$ cat config.mk
export PLATFORM = sky130hd
export DESIGN_NAME = datagram_message_framer
export DESIGN_NICKNAME = d
export VERILOG_FILES = /design/src/framer_pkg.sv /design/src/byte_stream_if.sv /design/src/byte_fifo.sv /design/src/frame_checker.sv /design/src/datagram_message_framer.sv
export VERILOG_INCLUDE_DIRS = /design/src
export SDC_FILE = /design/constraint.sdc
export NUM_CORES = 1
export LEC_CHECK = 0
export ABC_CLOCK_PERIOD_IN_PS = 3300
export BUFFER_PORTS_ARGS = -buffer_cell sky130_fd_sc_hd__buf_2
export CAP_MARGIN = 25
export CORE_UTILIZATION = 35
export CTS_CLUSTER_DIAMETER = 150
export CTS_CLUSTER_SIZE = 20
export DETAILED_ROUTE_END_ITERATION = 16
export GPL_TIMING_DRIVEN = 0
export HOLD_SLACK_MARGIN = 0.06
export SLEW_MARGIN = 10
export SYNTH_ARGS = -nofsm -noshare
export SYNTH_HDL_FRONTEND = slang
export SYNTH_HIERARCHICAL = 1
export SYNTH_SLANG_ARGS = --single-unit
$ cat constraint.sdc
create_clock -name clk_i -period 3.3 [get_ports clk_i]
set_clock_uncertainty 0.05 [all_clocks]
set_input_delay 0.165 -clock clk_i [delete_from_list [all_inputs] [get_ports clk_i]]
set_output_delay 0.165 -clock clk_i [all_outputs]
set_load 0.01 [all_outputs]
$ cat src/framer_defines.svh
// Constants for the datagram message framer.
`ifndef FRAMER_DEFINES_SVH
`define FRAMER_DEFINES_SVH
`define FUNC_CODE        8'h20
`define SUB_READ_ID      8'h00
`define SUB_LAST         8'h2d
`define SUB_CLEAR_ALL    8'h13
`define SUB_HOT_STANDBY  8'h2d
`define HOT_STANDBY_ADDR 8'h1d
`define BCAST_ADDR       8'hff
`define FLAG_PRIO_BIT    0
`define FLAG_BCAST_BIT   1
`define FLAG_PROTO_BIT   8
`define HDR_BYTES        5
`define FIFO_DEPTH       32
`define BYTE_W           8
`endif

$ cat src/framer_pkg.sv
// Types shared by the datagram message framer.
package framer_pkg;
	typedef logic [7:0] byte_t;
	typedef enum logic {MODE_DIRECTED, MODE_BROADCAST} send_mode_t;
	typedef enum logic {PRIO_NORMAL, PRIO_HIGH} prio_t;
endpackage

$ cat src/byte_stream_if.sv
// Valid/ready byte stream carrier between framer modules.
`timescale 1ns/10ps
interface byte_stream_if #(parameter int W = 8);
	logic [W-1:0] data;
	logic         valid;
	logic         ready;
	modport source (output data, output valid, input ready);
	modport sink   (input data, input valid, output ready);
endinterface

$ cat src/byte_fifo.sv
// Flip-flop FIFO with valid/ready on both sides.
`timescale 1ns/10ps
module byte_fifo #(
	parameter int W     = 8,
	parameter int DEPTH = 32
) (
	input  wire logic    clk_i,
	input  wire logic    reset_i,
	byte_stream_if.sink  in_s,
	byte_stream_if.source out_s
);
	localparam int AW = $clog2(DEPTH);
	logic [W-1:0] mem_reg [DEPTH];
	logic [AW-1:0] wr_reg, wr_next, rd_reg, rd_next;
	logic [AW:0]   cnt_reg, cnt_next;
	logic          push, pop;

	assign in_s.ready  = (cnt_reg != (AW+1)'(DEPTH));
	assign out_s.valid = (cnt_reg != '0);
	assign out_s.data  = mem_reg[rd_reg];
	assign push = in_s.valid && in_s.ready;
	assign pop  = out_s.valid && out_s.ready;

	always_comb begin
		wr_next  = push ? AW'(wr_reg + 1'b1) : wr_reg;
		rd_next  = pop ? AW'(rd_reg + 1'b1) : rd_reg;
		cnt_next = cnt_reg;
		if (push && !pop)
			cnt_next = cnt_reg + 1'b1;
		else if (pop && !push)
			cnt_next = cnt_reg - 1'b1;
	end

	always_ff @(posedge clk_i) begin
		if (reset_i) begin
			wr_reg  <= '0;
			rd_reg  <= '0;
			cnt_reg <= '0;
		end else begin
			wr_reg  <= wr_next;
			rd_reg  <= rd_next;
			cnt_reg <= cnt_next;
		end
		if (push)
			mem_reg[wr_reg] <= in_s.data;
	end
endmodule

$ cat src/frame_checker.sv
// Receive-side header filter for incoming datagram messages.
`timescale 1ns/10ps
`include "framer_defines.svh"
module frame_checker (
	input  wire logic         clk_i,
	input  wire logic         reset_i,
	input  wire logic         hdr_valid_i,
	input  wire framer_pkg::byte_t func_i,
	input  wire framer_pkg::byte_t sub_i,
	output logic              accept_o,
	output framer_pkg::byte_t type_o
);
	import framer_pkg::*;
	logic  acc_reg, acc_next;
	byte_t type_reg, type_next;
	logic  good;

	// Codes 00..2D all exist except a few gaps; unknown codes are dropped.
	always_comb begin
		good = (func_i == `FUNC_CODE) && (sub_i <= `SUB_LAST)
			&& !(sub_i inside {8'h0a, 8'h0e, 8'h14, 8'h15, 8'h16, 8'h17, 8'h18,
			8'h19, 8'h1a, 8'h1b, 8'h1d, 8'h21, 8'h23, 8'h24, 8'h25, 8'h26,
			8'h29});
		acc_next  = hdr_valid_i && good;
		type_next = (hdr_valid_i && good) ? sub_i : type_reg;
	end

	always_ff @(posedge clk_i) begin
		if (reset_i) begin
			acc_reg  <= 1'b0;
			type_reg <= 8'h00;
		end else begin
			acc_reg  <= acc_next;
			type_reg <= type_next;
		end
	end

	assign accept_o = acc_reg;
	assign type_o   = type_reg;

	property p_reject;
		@(posedge clk_i) disable iff (reset_i)
		(hdr_valid_i && func_i != `FUNC_CODE) |=> !accept_o;
	endproperty
	a_reject: assert property (p_reject) else $error("bad function code accepted");
	property p_keep;
		@(posedge clk_i) disable iff (reset_i)
		!accept_o |-> $stable(type_o) or $past(reset_i);
	endproperty
	a_keep: assert property (p_keep) else $error("type changed on reject");
endmodule

$ cat src/datagram_message_framer.sv
// Transmit framer: prepends datagram header, buffers content, and filters receive headers.
`timescale 1ns/10ps
`include "framer_defines.svh"
// How it works
// Each datagram type has unique subfunction code.
// Function code is always 20 hex.
// Bytes go out least significant first.
// Word bit 0 least, bit 15 most.
// Header bit 8 set by logic only.
// Sender prepends type, length, priority header.
// Directed or broadcast send mode.
// Content passes through unchanged for any origin.
// Host supplies content, destination, length, priority.
// Priority high or normal per transmission.
// Hosts use high priority sparingly.
// No program datagrams to first-generation blocks.
// Any node may be addressed.
// Hot standby assign uses code 2D, address 29.
// Clear all circuit faults uses code 13.
// Startup identification request, code 00, no data.
// Receiver ignores bad function or subfunction.
module datagram_message_framer #(
	parameter int DEPTH = `FIFO_DEPTH
) (
	input  wire logic              clk_i,
	input  wire logic              reset_i,
	input  wire logic              send_i,
	input  wire framer_pkg::byte_t dest_i,
	input  wire framer_pkg::byte_t sub_i,
	input  wire framer_pkg::byte_t len_i,
	input  wire framer_pkg::prio_t prio_i,
	input  wire framer_pkg::send_mode_t mode_i,
	input  wire logic              startup_i,
	input  wire logic              clear_faults_i,
	input  wire logic              hot_standby_i,
	output logic                   busy_o,
	input  wire logic [15:0]       word_i,
	input  wire logic              word_valid_i,
	output logic                   word_ready_o,
	output framer_pkg::byte_t      tx_data_o,
	output logic                   tx_valid_o,
	input  wire logic              tx_ready_i,
	output logic                   tx_last_o,
	input  wire logic              rx_hdr_valid_i,
	input  wire framer_pkg::byte_t rx_func_i,
	input  wire framer_pkg::byte_t rx_sub_i,
	output logic                   rx_accept_o,
	output framer_pkg::byte_t      rx_type_o
);
	import framer_pkg::*;

	// ==========================================================
	// State
	typedef enum logic [2:0] {S_IDLE, S_HDR, S_LO, S_HI, S_WAIT} st_t;
	st_t   st_reg, st_next;
	byte_t sub_reg, sub_next, dest_reg, dest_next, len_reg, len_next;
	logic [15:0] flags_reg, flags_next;
	logic [2:0]  hidx_reg, hidx_next;
	byte_t left_reg, left_next;
	logic [15:0] w_reg, w_next;
	byte_t hdr_byte;

	byte_stream_if #(.W(`BYTE_W)) fin ();
	byte_stream_if #(.W(`BYTE_W)) fout ();

	byte_fifo #(.W(`BYTE_W), .DEPTH(DEPTH)) u_fifo (
		.clk_i  (clk_i),
		.reset_i(reset_i),
		.in_s   (fin),
		.out_s  (fout)
	);

	frame_checker u_chk (
		.clk_i      (clk_i),
		.reset_i    (reset_i),
		.hdr_valid_i(rx_hdr_valid_i),
		.func_i     (rx_func_i),
		.sub_i      (rx_sub_i),
		.accept_o   (rx_accept_o),
		.type_o     (rx_type_o)
	);

	// ==========================================================
	// Header bytes: function, subfunction, destination, flags low, length, flags high.
	always_comb begin
		unique case (hidx_reg)
			3'd0:    hdr_byte = `FUNC_CODE;
			3'd1:    hdr_byte = sub_reg;
			3'd2:    hdr_byte = dest_reg;
			3'd3:    hdr_byte = flags_reg[7:0];
			3'd4:    hdr_byte = len_reg;
			default: hdr_byte = flags_reg[15:8];
		endcase
	end

	assign busy_o       = (st_reg != S_IDLE);
	assign word_ready_o = (st_reg == S_LO) && fin.ready;
	// The FIFO takes the content unchanged, low byte then high byte.
	assign fin.valid = ((st_reg == S_LO) && word_valid_i) || (st_reg == S_HI);
	assign fin.data  = (st_reg == S_HI) ? w_reg[15:8] : word_i[7:0];
	assign tx_valid_o = (st_reg == S_HDR) || ((st_reg == S_WAIT) && fout.valid);
	assign tx_data_o  = (st_reg == S_HDR) ? hdr_byte : fout.data;
	assign tx_last_o  = (st_reg == S_WAIT) && fout.valid && (left_reg == 8'h01);
	assign fout.ready = (st_reg == S_WAIT) && tx_ready_i;

	// ==========================================================
	// Sequencer
	always_comb begin
		st_next    = st_reg;
		sub_next   = sub_reg;
		dest_next  = dest_reg;
		len_next   = len_reg;
		flags_next = flags_reg;
		hidx_next  = hidx_reg;
		left_next  = left_reg;
		w_next     = w_reg;
		unique case (st_reg)
			S_IDLE: begin
				hidx_next = '0;
				if (startup_i) begin
					sub_next  = `SUB_READ_ID;
					len_next  = 8'h00;
					dest_next = `BCAST_ADDR;
					st_next   = S_HDR;
				end else if (hot_standby_i) begin
					sub_next  = `SUB_HOT_STANDBY;
					len_next  = len_i;
					dest_next = `HOT_STANDBY_ADDR;
					st_next   = S_HDR;
				end else if (clear_faults_i) begin
					sub_next  = `SUB_CLEAR_ALL;
					len_next  = 8'h00;
					dest_next = dest_i;
					st_next   = S_HDR;
				end else if (send_i) begin
					sub_next  = sub_i;
					len_next  = len_i;
					dest_next = (mode_i == MODE_BROADCAST) ? `BCAST_ADDR : dest_i;
					st_next   = S_HDR;
				end
				flags_next = '0;
				flags_next[`FLAG_PRIO_BIT]  = (prio_i == PRIO_HIGH);
				flags_next[`FLAG_BCAST_BIT] = (mode_i == MODE_BROADCAST) && !startup_i;
				flags_next[`FLAG_PROTO_BIT] = 1'b1;
				if (startup_i)
					flags_next[`FLAG_BCAST_BIT] = 1'b1;
				left_next = (len_next == 8'h00) ? 8'h00 : len_next;
			end
			S_HDR: if (tx_ready_i) begin
				if (hidx_reg == 3'(`HDR_BYTES)) begin
					st_next = (len_reg == 8'h00) ? S_IDLE : S_LO;
				end
				hidx_next = 3'(hidx_reg + 1'b1);
			end
			S_LO: if (word_valid_i && fin.ready) begin
				w_next  = word_i;
				st_next = S_HI;
			end
			S_HI: if (fin.ready)
				st_next = S_WAIT;
			S_WAIT: begin
				if (fout.valid && tx_ready_i) begin
					left_next = 8'(left_reg - 1'b1);
					if (left_reg == 8'h01)
						st_next = S_IDLE;
				end
				if ((fout.valid && tx_ready_i && left_reg == 8'h02) || !fout.valid)
					st_next = (left_reg <= 8'h01 && !fout.valid) ? S_IDLE
						: (fout.valid && tx_ready_i && left_reg == 8'h01) ? S_IDLE
						: (left_next > 8'h00 && !fout.valid) ? S_LO : st_next;
			end
			default: st_next = S_IDLE;
		endcase
	end

	always_ff @(posedge clk_i) begin
		if (reset_i) begin
			st_reg    <= S_IDLE;
			sub_reg   <= 8'h00;
			dest_reg  <= 8'h00;
			len_reg   <= 8'h00;
			flags_reg <= 16'h0000;
			hidx_reg  <= 3'd0;
			left_reg  <= 8'h00;
			w_reg     <= 16'h0000;
		end else begin
			st_reg    <= st_next;
			sub_reg   <= sub_next;
			dest_reg  <= dest_next;
			len_reg   <= len_next;
			flags_reg <= flags_next;
			hidx_reg  <= hidx_next;
			left_reg  <= left_next;
			w_reg     <= w_next;
		end
	end

	// ==========================================================
	// Content byte count
	// Kept apart from the sequencer so the length check does not trust its own counter.
	logic [7:0] sent_reg, sent_next;

	always_comb begin
		sent_next = sent_reg;
		if (st_reg == S_IDLE)
			sent_next = 8'h00;
		else if ((st_reg == S_WAIT) && fout.valid && tx_ready_i)
			sent_next = 8'(sent_reg + 1'b1);
	end

	always_ff @(posedge clk_i) begin
		if (reset_i)
			sent_reg <= 8'h00;
		else
			sent_reg <= sent_next;
	end

	// ==========================================================
	// Checks
	property p_func_first;
		@(posedge clk_i) disable iff (reset_i)
		(st_reg == S_HDR && hidx_reg == 3'd0) |-> tx_data_o == `FUNC_CODE;
	endproperty
	a_func_first: assert property (p_func_first) else $error("function code wrong");
	property p_proto_bit;
		@(posedge clk_i) disable iff (reset_i)
		(st_reg == S_HDR) |-> flags_reg[`FLAG_PROTO_BIT];
	endproperty
	a_proto_bit: assert property (p_proto_bit) else $error("bit 8 not set");
	property p_lsb_first;
		@(posedge clk_i) disable iff (reset_i)
		(st_reg == S_LO && word_valid_i && fin.ready) |-> fin.data == word_i[7:0]
			##1 fin.data == $past(word_i[15:8]);
	endproperty
	a_lsb_first: assert property (p_lsb_first) else $error("byte order wrong");
	property p_startup;
		@(posedge clk_i) disable iff (reset_i)
		(st_reg == S_IDLE && startup_i) |=> sub_reg == `SUB_READ_ID && len_reg == 8'h00;
	endproperty
	a_startup: assert property (p_startup) else $error("startup request wrong");
	property p_standby;
		@(posedge clk_i) disable iff (reset_i)
		(st_reg == S_IDLE && !startup_i && hot_standby_i) |=>
			sub_reg == `SUB_HOT_STANDBY && dest_reg == `HOT_STANDBY_ADDR;
	endproperty
	a_standby: assert property (p_standby) else $error("hot standby wrong");
	property p_clear;
		@(posedge clk_i) disable iff (reset_i)
		(st_reg == S_IDLE && !startup_i && !hot_standby_i && clear_faults_i) |=>
			sub_reg == `SUB_CLEAR_ALL;
	endproperty
	a_clear: assert property (p_clear) else $error("clear faults code wrong");
	property p_prio;
		@(posedge clk_i) disable iff (reset_i)
		(st_reg == S_IDLE && send_i) |=> flags_reg[`FLAG_PRIO_BIT] == $past(prio_i == PRIO_HIGH);
	endproperty
	a_prio: assert property (p_prio) else $error("priority flag wrong");
	property p_bcast;
		@(posedge clk_i) disable iff (reset_i)
		(st_reg == S_IDLE && send_i && !startup_i && !hot_standby_i && !clear_faults_i
			&& mode_i == MODE_BROADCAST) |=> dest_reg == `BCAST_ADDR;
	endproperty
	a_bcast: assert property (p_bcast) else $error("broadcast address wrong");
	property p_byte_holds;
		@(posedge clk_i) disable iff (reset_i)
		(tx_valid_o && !tx_ready_i) |=> tx_valid_o && $stable(tx_data_o);
	endproperty
	a_byte_holds: assert property (p_byte_holds) else $error("held byte dropped");
	property p_dest_hdr;
		@(posedge clk_i) disable iff (reset_i)
		(st_reg == S_HDR && hidx_reg == 3'd2) |-> tx_data_o == dest_reg;
	endproperty
	a_dest_hdr: assert property (p_dest_hdr) else $error("destination byte wrong");
	property p_wire_bit8;
		@(posedge clk_i) disable iff (reset_i)
		(st_reg == S_HDR && hidx_reg == 3'd5) |-> tx_data_o[0];
	endproperty
	a_wire_bit8: assert property (p_wire_bit8) else $error("bit 8 not on the wire");
	property p_high_second;
		@(posedge clk_i) disable iff (reset_i)
		(st_reg == S_HI) |-> fin.valid && fin.data == w_reg[15:8];
	endproperty
	a_high_second: assert property (p_high_second) else $error("high byte wrong");
	property p_no_content;
		@(posedge clk_i) disable iff (reset_i)
		(st_reg == S_HDR && hidx_reg == 3'd5 && tx_ready_i && len_reg == 8'h00) |=> !busy_o;
	endproperty
	a_no_content: assert property (p_no_content) else $error("empty datagram not ended");
	property p_len_match;
		@(posedge clk_i) disable iff (reset_i)
		(tx_last_o && tx_ready_i) |-> 8'(sent_reg + 1'b1) == len_reg;
	endproperty
	a_len_match: assert property (p_len_match) else $error("content length wrong");
	property p_last_ends;
		@(posedge clk_i) disable iff (reset_i)
		(tx_last_o && tx_ready_i) |=> !busy_o;
	endproperty
	a_last_ends: assert property (p_last_ends) else $error("frame not ended");
	property p_refuse;
		@(posedge clk_i) disable iff (reset_i)
		(busy_o && send_i) |=> $stable(sub_reg) && $stable(dest_reg) && $stable(len_reg);
	endproperty
	a_refuse: assert property (p_refuse) else $error("request taken while busy");
	property p_idle_quiet;
		@(posedge clk_i) disable iff (reset_i)
		!busy_o |-> !tx_valid_o && !word_ready_o;
	endproperty
	a_idle_quiet: assert property (p_idle_quiet) else $error("output active while idle");
endmodule

==> impl_metrics.tcl <==
set metrics [dict create \
    grt_pass1_vias 8992 \
    syn_avg_cell_area_sq_um 13.75 \
    synth_top_area_share 0.5288 \
    stdcell_area_sq_um 16770 \
    netlist_area_sq_um 14540 \
    fillers 3822 \
    synth-edff-count 256 \
    numPortBuffers 83 \
    grt_pass1_wl_mm 52.90 \
    die-width_microns 205.8 \
    synth_async_sr_flop_share 0 \
    rows 74 \
    switchingPower_mw 1.721 \
    drive_gt1_frac 0.1815 \
    nNetsFinal 1295 \
    dpl_worst_slack_ns 0.06966 \
    switching_share 0.2243 \
    cts_setup_buffers 0 \
    crit_arrival_ns 2.94 \
    cp-end-kind "primary output" \
    p_int_mw 5.953 \
    synth_seq_cells 335 \
    worstMarginPinSlew_ns 1.068 \
    rsz0062_at_grt "true" \
    final.setup.worst_slack_ns 0.1425 \
    peakVddDrop_uv 307.6 \
    setup_violations 0 \
    powerDensity_nw_per_um2 457.6 \
    slew_violations 0 \
    antenna_left 0 \
    layout_commonest_cell "edfxtp_1" \
    min_period_over_period 0.9568 \
    synth.net_count 1143 \
    startpoint_type "register" \
    pwr-share-comb 0.075 \
    h-tree-depth 1 \
    cts_tree "yes" \
    die_area_sq_um 42360 \
    pin_count 88 \
    grt_max_degree 33 \
    wire_per_inst_microns 19.93 \
    antenna_found_initial 1 \
    track_usage 0.1637 \
    syn-instance-count 1057 \
    fin_setup_tns_ns 0 \
    synth_ff_type "edfxtp_1" \
    crit_type "register to primary output" \
    fmax_mhz 316.7 \
    clk_path_buf_depth 3 \
    wl_mm 34.98 \
    drt_drc_violations_left 0 \
    vias 9460 \
    dr.pass1.iters 6 \
    die_h_microns 205.8 \
    core_area_sq_um 40920 \
    period_needed_ns 3.158 \
    power.leakage_nw 5.388 \
    status "finished, final reports clean" \
    gp_congestion 0.8669 \
    yosysTopAreaCell "edfxtp_1" \
    drt_iter0_markers 850 \
    crit_fanout 10 \
    cts_sinks 335 \
    cap_violations 0 \
    clockRootBuffer "clkbuf_16" \
    diodes 0 \
    viasPerCell 5.390 \
    cts.clk_slew.worst_paths_ns 0.09 \
    cp_data_required_time_ns 3.08 \
    syn2layout_area_growth_pct 15.35 \
    insertion_delay_ns 0.53 \
    maxSlewHeadroom 0.2856 \
    synth_area_leaders "edfxtp_1, dfxtp_1, mux2i_1" \
    start_util 0.3552 \
    placed_cell_area_sq_um 15620 \
    cts_inserted_buffers 20 \
    hold_class "primary input to register" \
    layout_common_cells "edfxtp_1, nor2_1, buf_2, dfxtp_1, mux2i_1" \
    hold_viol 0 \
    p_seq_frac 0.600 \
    yosys_warnings 6 \
    pwr-share-clk 0.325 \
    gr-total-overflow 0 \
    largest_reg_flops 256 \
    ys_types 77 \
    rrSetupSlack_ns 0.18 \
    dp_hpwl_mm 23.78 \
    yosysSeqAreaShare 0.6376 \
]
-- power by group through the flow --
stage	clock network (mW)	logic [mW]	registers [mW]
4_1_cts	2.58	0.572	4.61
3_3_place_gp	0	0.519	4.70
2_1_floorplan	0	0.339	4.69
5_1_grt	2.72	0.631	4.61
3_5_place_dp	0	0.528	4.70
6_report	2.49	0.574	4.61
-- metal layers --
layer / vias up / wire (microns) / global-route usage
li1: 4387 / - / -
met1: 4774 / 15990 / 0.2364
met2: 258 / 16650 / 0.2621
met3: 41 / 1657 / 0.02011
met4: 0 / 682 / 0.03782
met5: - / 0 / 0
-- cells in the mapped netlist (9+ instances only) --
library cell and count:
a21oi_1 44, a221oi_1 10, a22oi_1 42, a31oi_1 15, a32oi_1 9, buf_2 18
clkbuf_1 31, dfxtp_1 79, edfxtp_1 256, ha_1 18, inv_1 23, mux2_2 11
mux2i_1 72, mux4_2 32, nand2_1 48, nand3_1 44, nor2_1 105, nor3_1 19
nor3_2 10, o21ai_0 12
-- critical path, stage by stage, from the launching register on --
cell and delay, ns:
dfxtp_1 0.33, buf_6 0.18, buf_6 0.21, mux4_2 0.51
a22o_1 0.29, a221oi_2 0.29, nand3_1 0.16, mux2_2 0.31
buf_2 0.15
-- what timing repair did --
action	4_1_cts	5_1_grt
setup endpoints to repair	9	11
pin swaps	0	0
gates cloned	0	0
resized for setup	13	16
hold buffers	47	0
endpoints found under the hold margin	51	0
-- kinds of logic after synthesis --
group                    share of synthesized area
flip-flops                                  0.6376
AO/OA/AOI/OAI                              0.09373
XOR/XNOR                                  0.006025
AND/OR/NAND/NOR                             0.1072
adder cells (fa/ha/maj)                    0.01687
multiplexers                                0.1077
buffers and inverters                      0.03098
-- stage by stage --
step                power, mW  std cells  hold WS [ns]  utilization
finish                  7.674       1755       0.08598       0.4097
global route            7.968       1755        0.1236       0.4097
CTS                     7.761       1755       0.07553       0.4085
detailed placement      5.232       1672        0.3787       0.3817
global placement        5.222       1672        0.3777       0.3817
floorplan               5.030       1057        0.1981            -
-- area by class of cell --
| class | count | area [sq um] | share of cell area |
|---|---|---|---|
| clock buffers | 34 | 553.0 | 0.03298 |
| multi-input cells | 633 | 4893 | 0.2918 |
| flip-flops and latches | 335 | 9269 | 0.5528 |
| clock inverters | 2 | 22.52 | 0.001343 |
| repair buffers | 131 | 890.9 | 0.05313 |
| inverters | 24 | 90.09 | 0.005372 |
| plain buffers | 64 | 384.1 | 0.02291 |
| well taps | 532 | 665.6 | 0.03970 |
-- worst paths after layout --
path | endpoint | cells after the start | start
setup / recovery | tx_data_o[5] | 8 | register
hold / removal | sub_reg[0] | 5 | sub_i[0]
setup reg to reg | u_fifo/cnt_reg[5] | 11 | u_fifo/cnt_reg[4]
hold reg to reg | u_chk/type_o[2] | 2 | u_chk/type_o[2]
No activity file was read; power rests on OpenSTA's default activity.
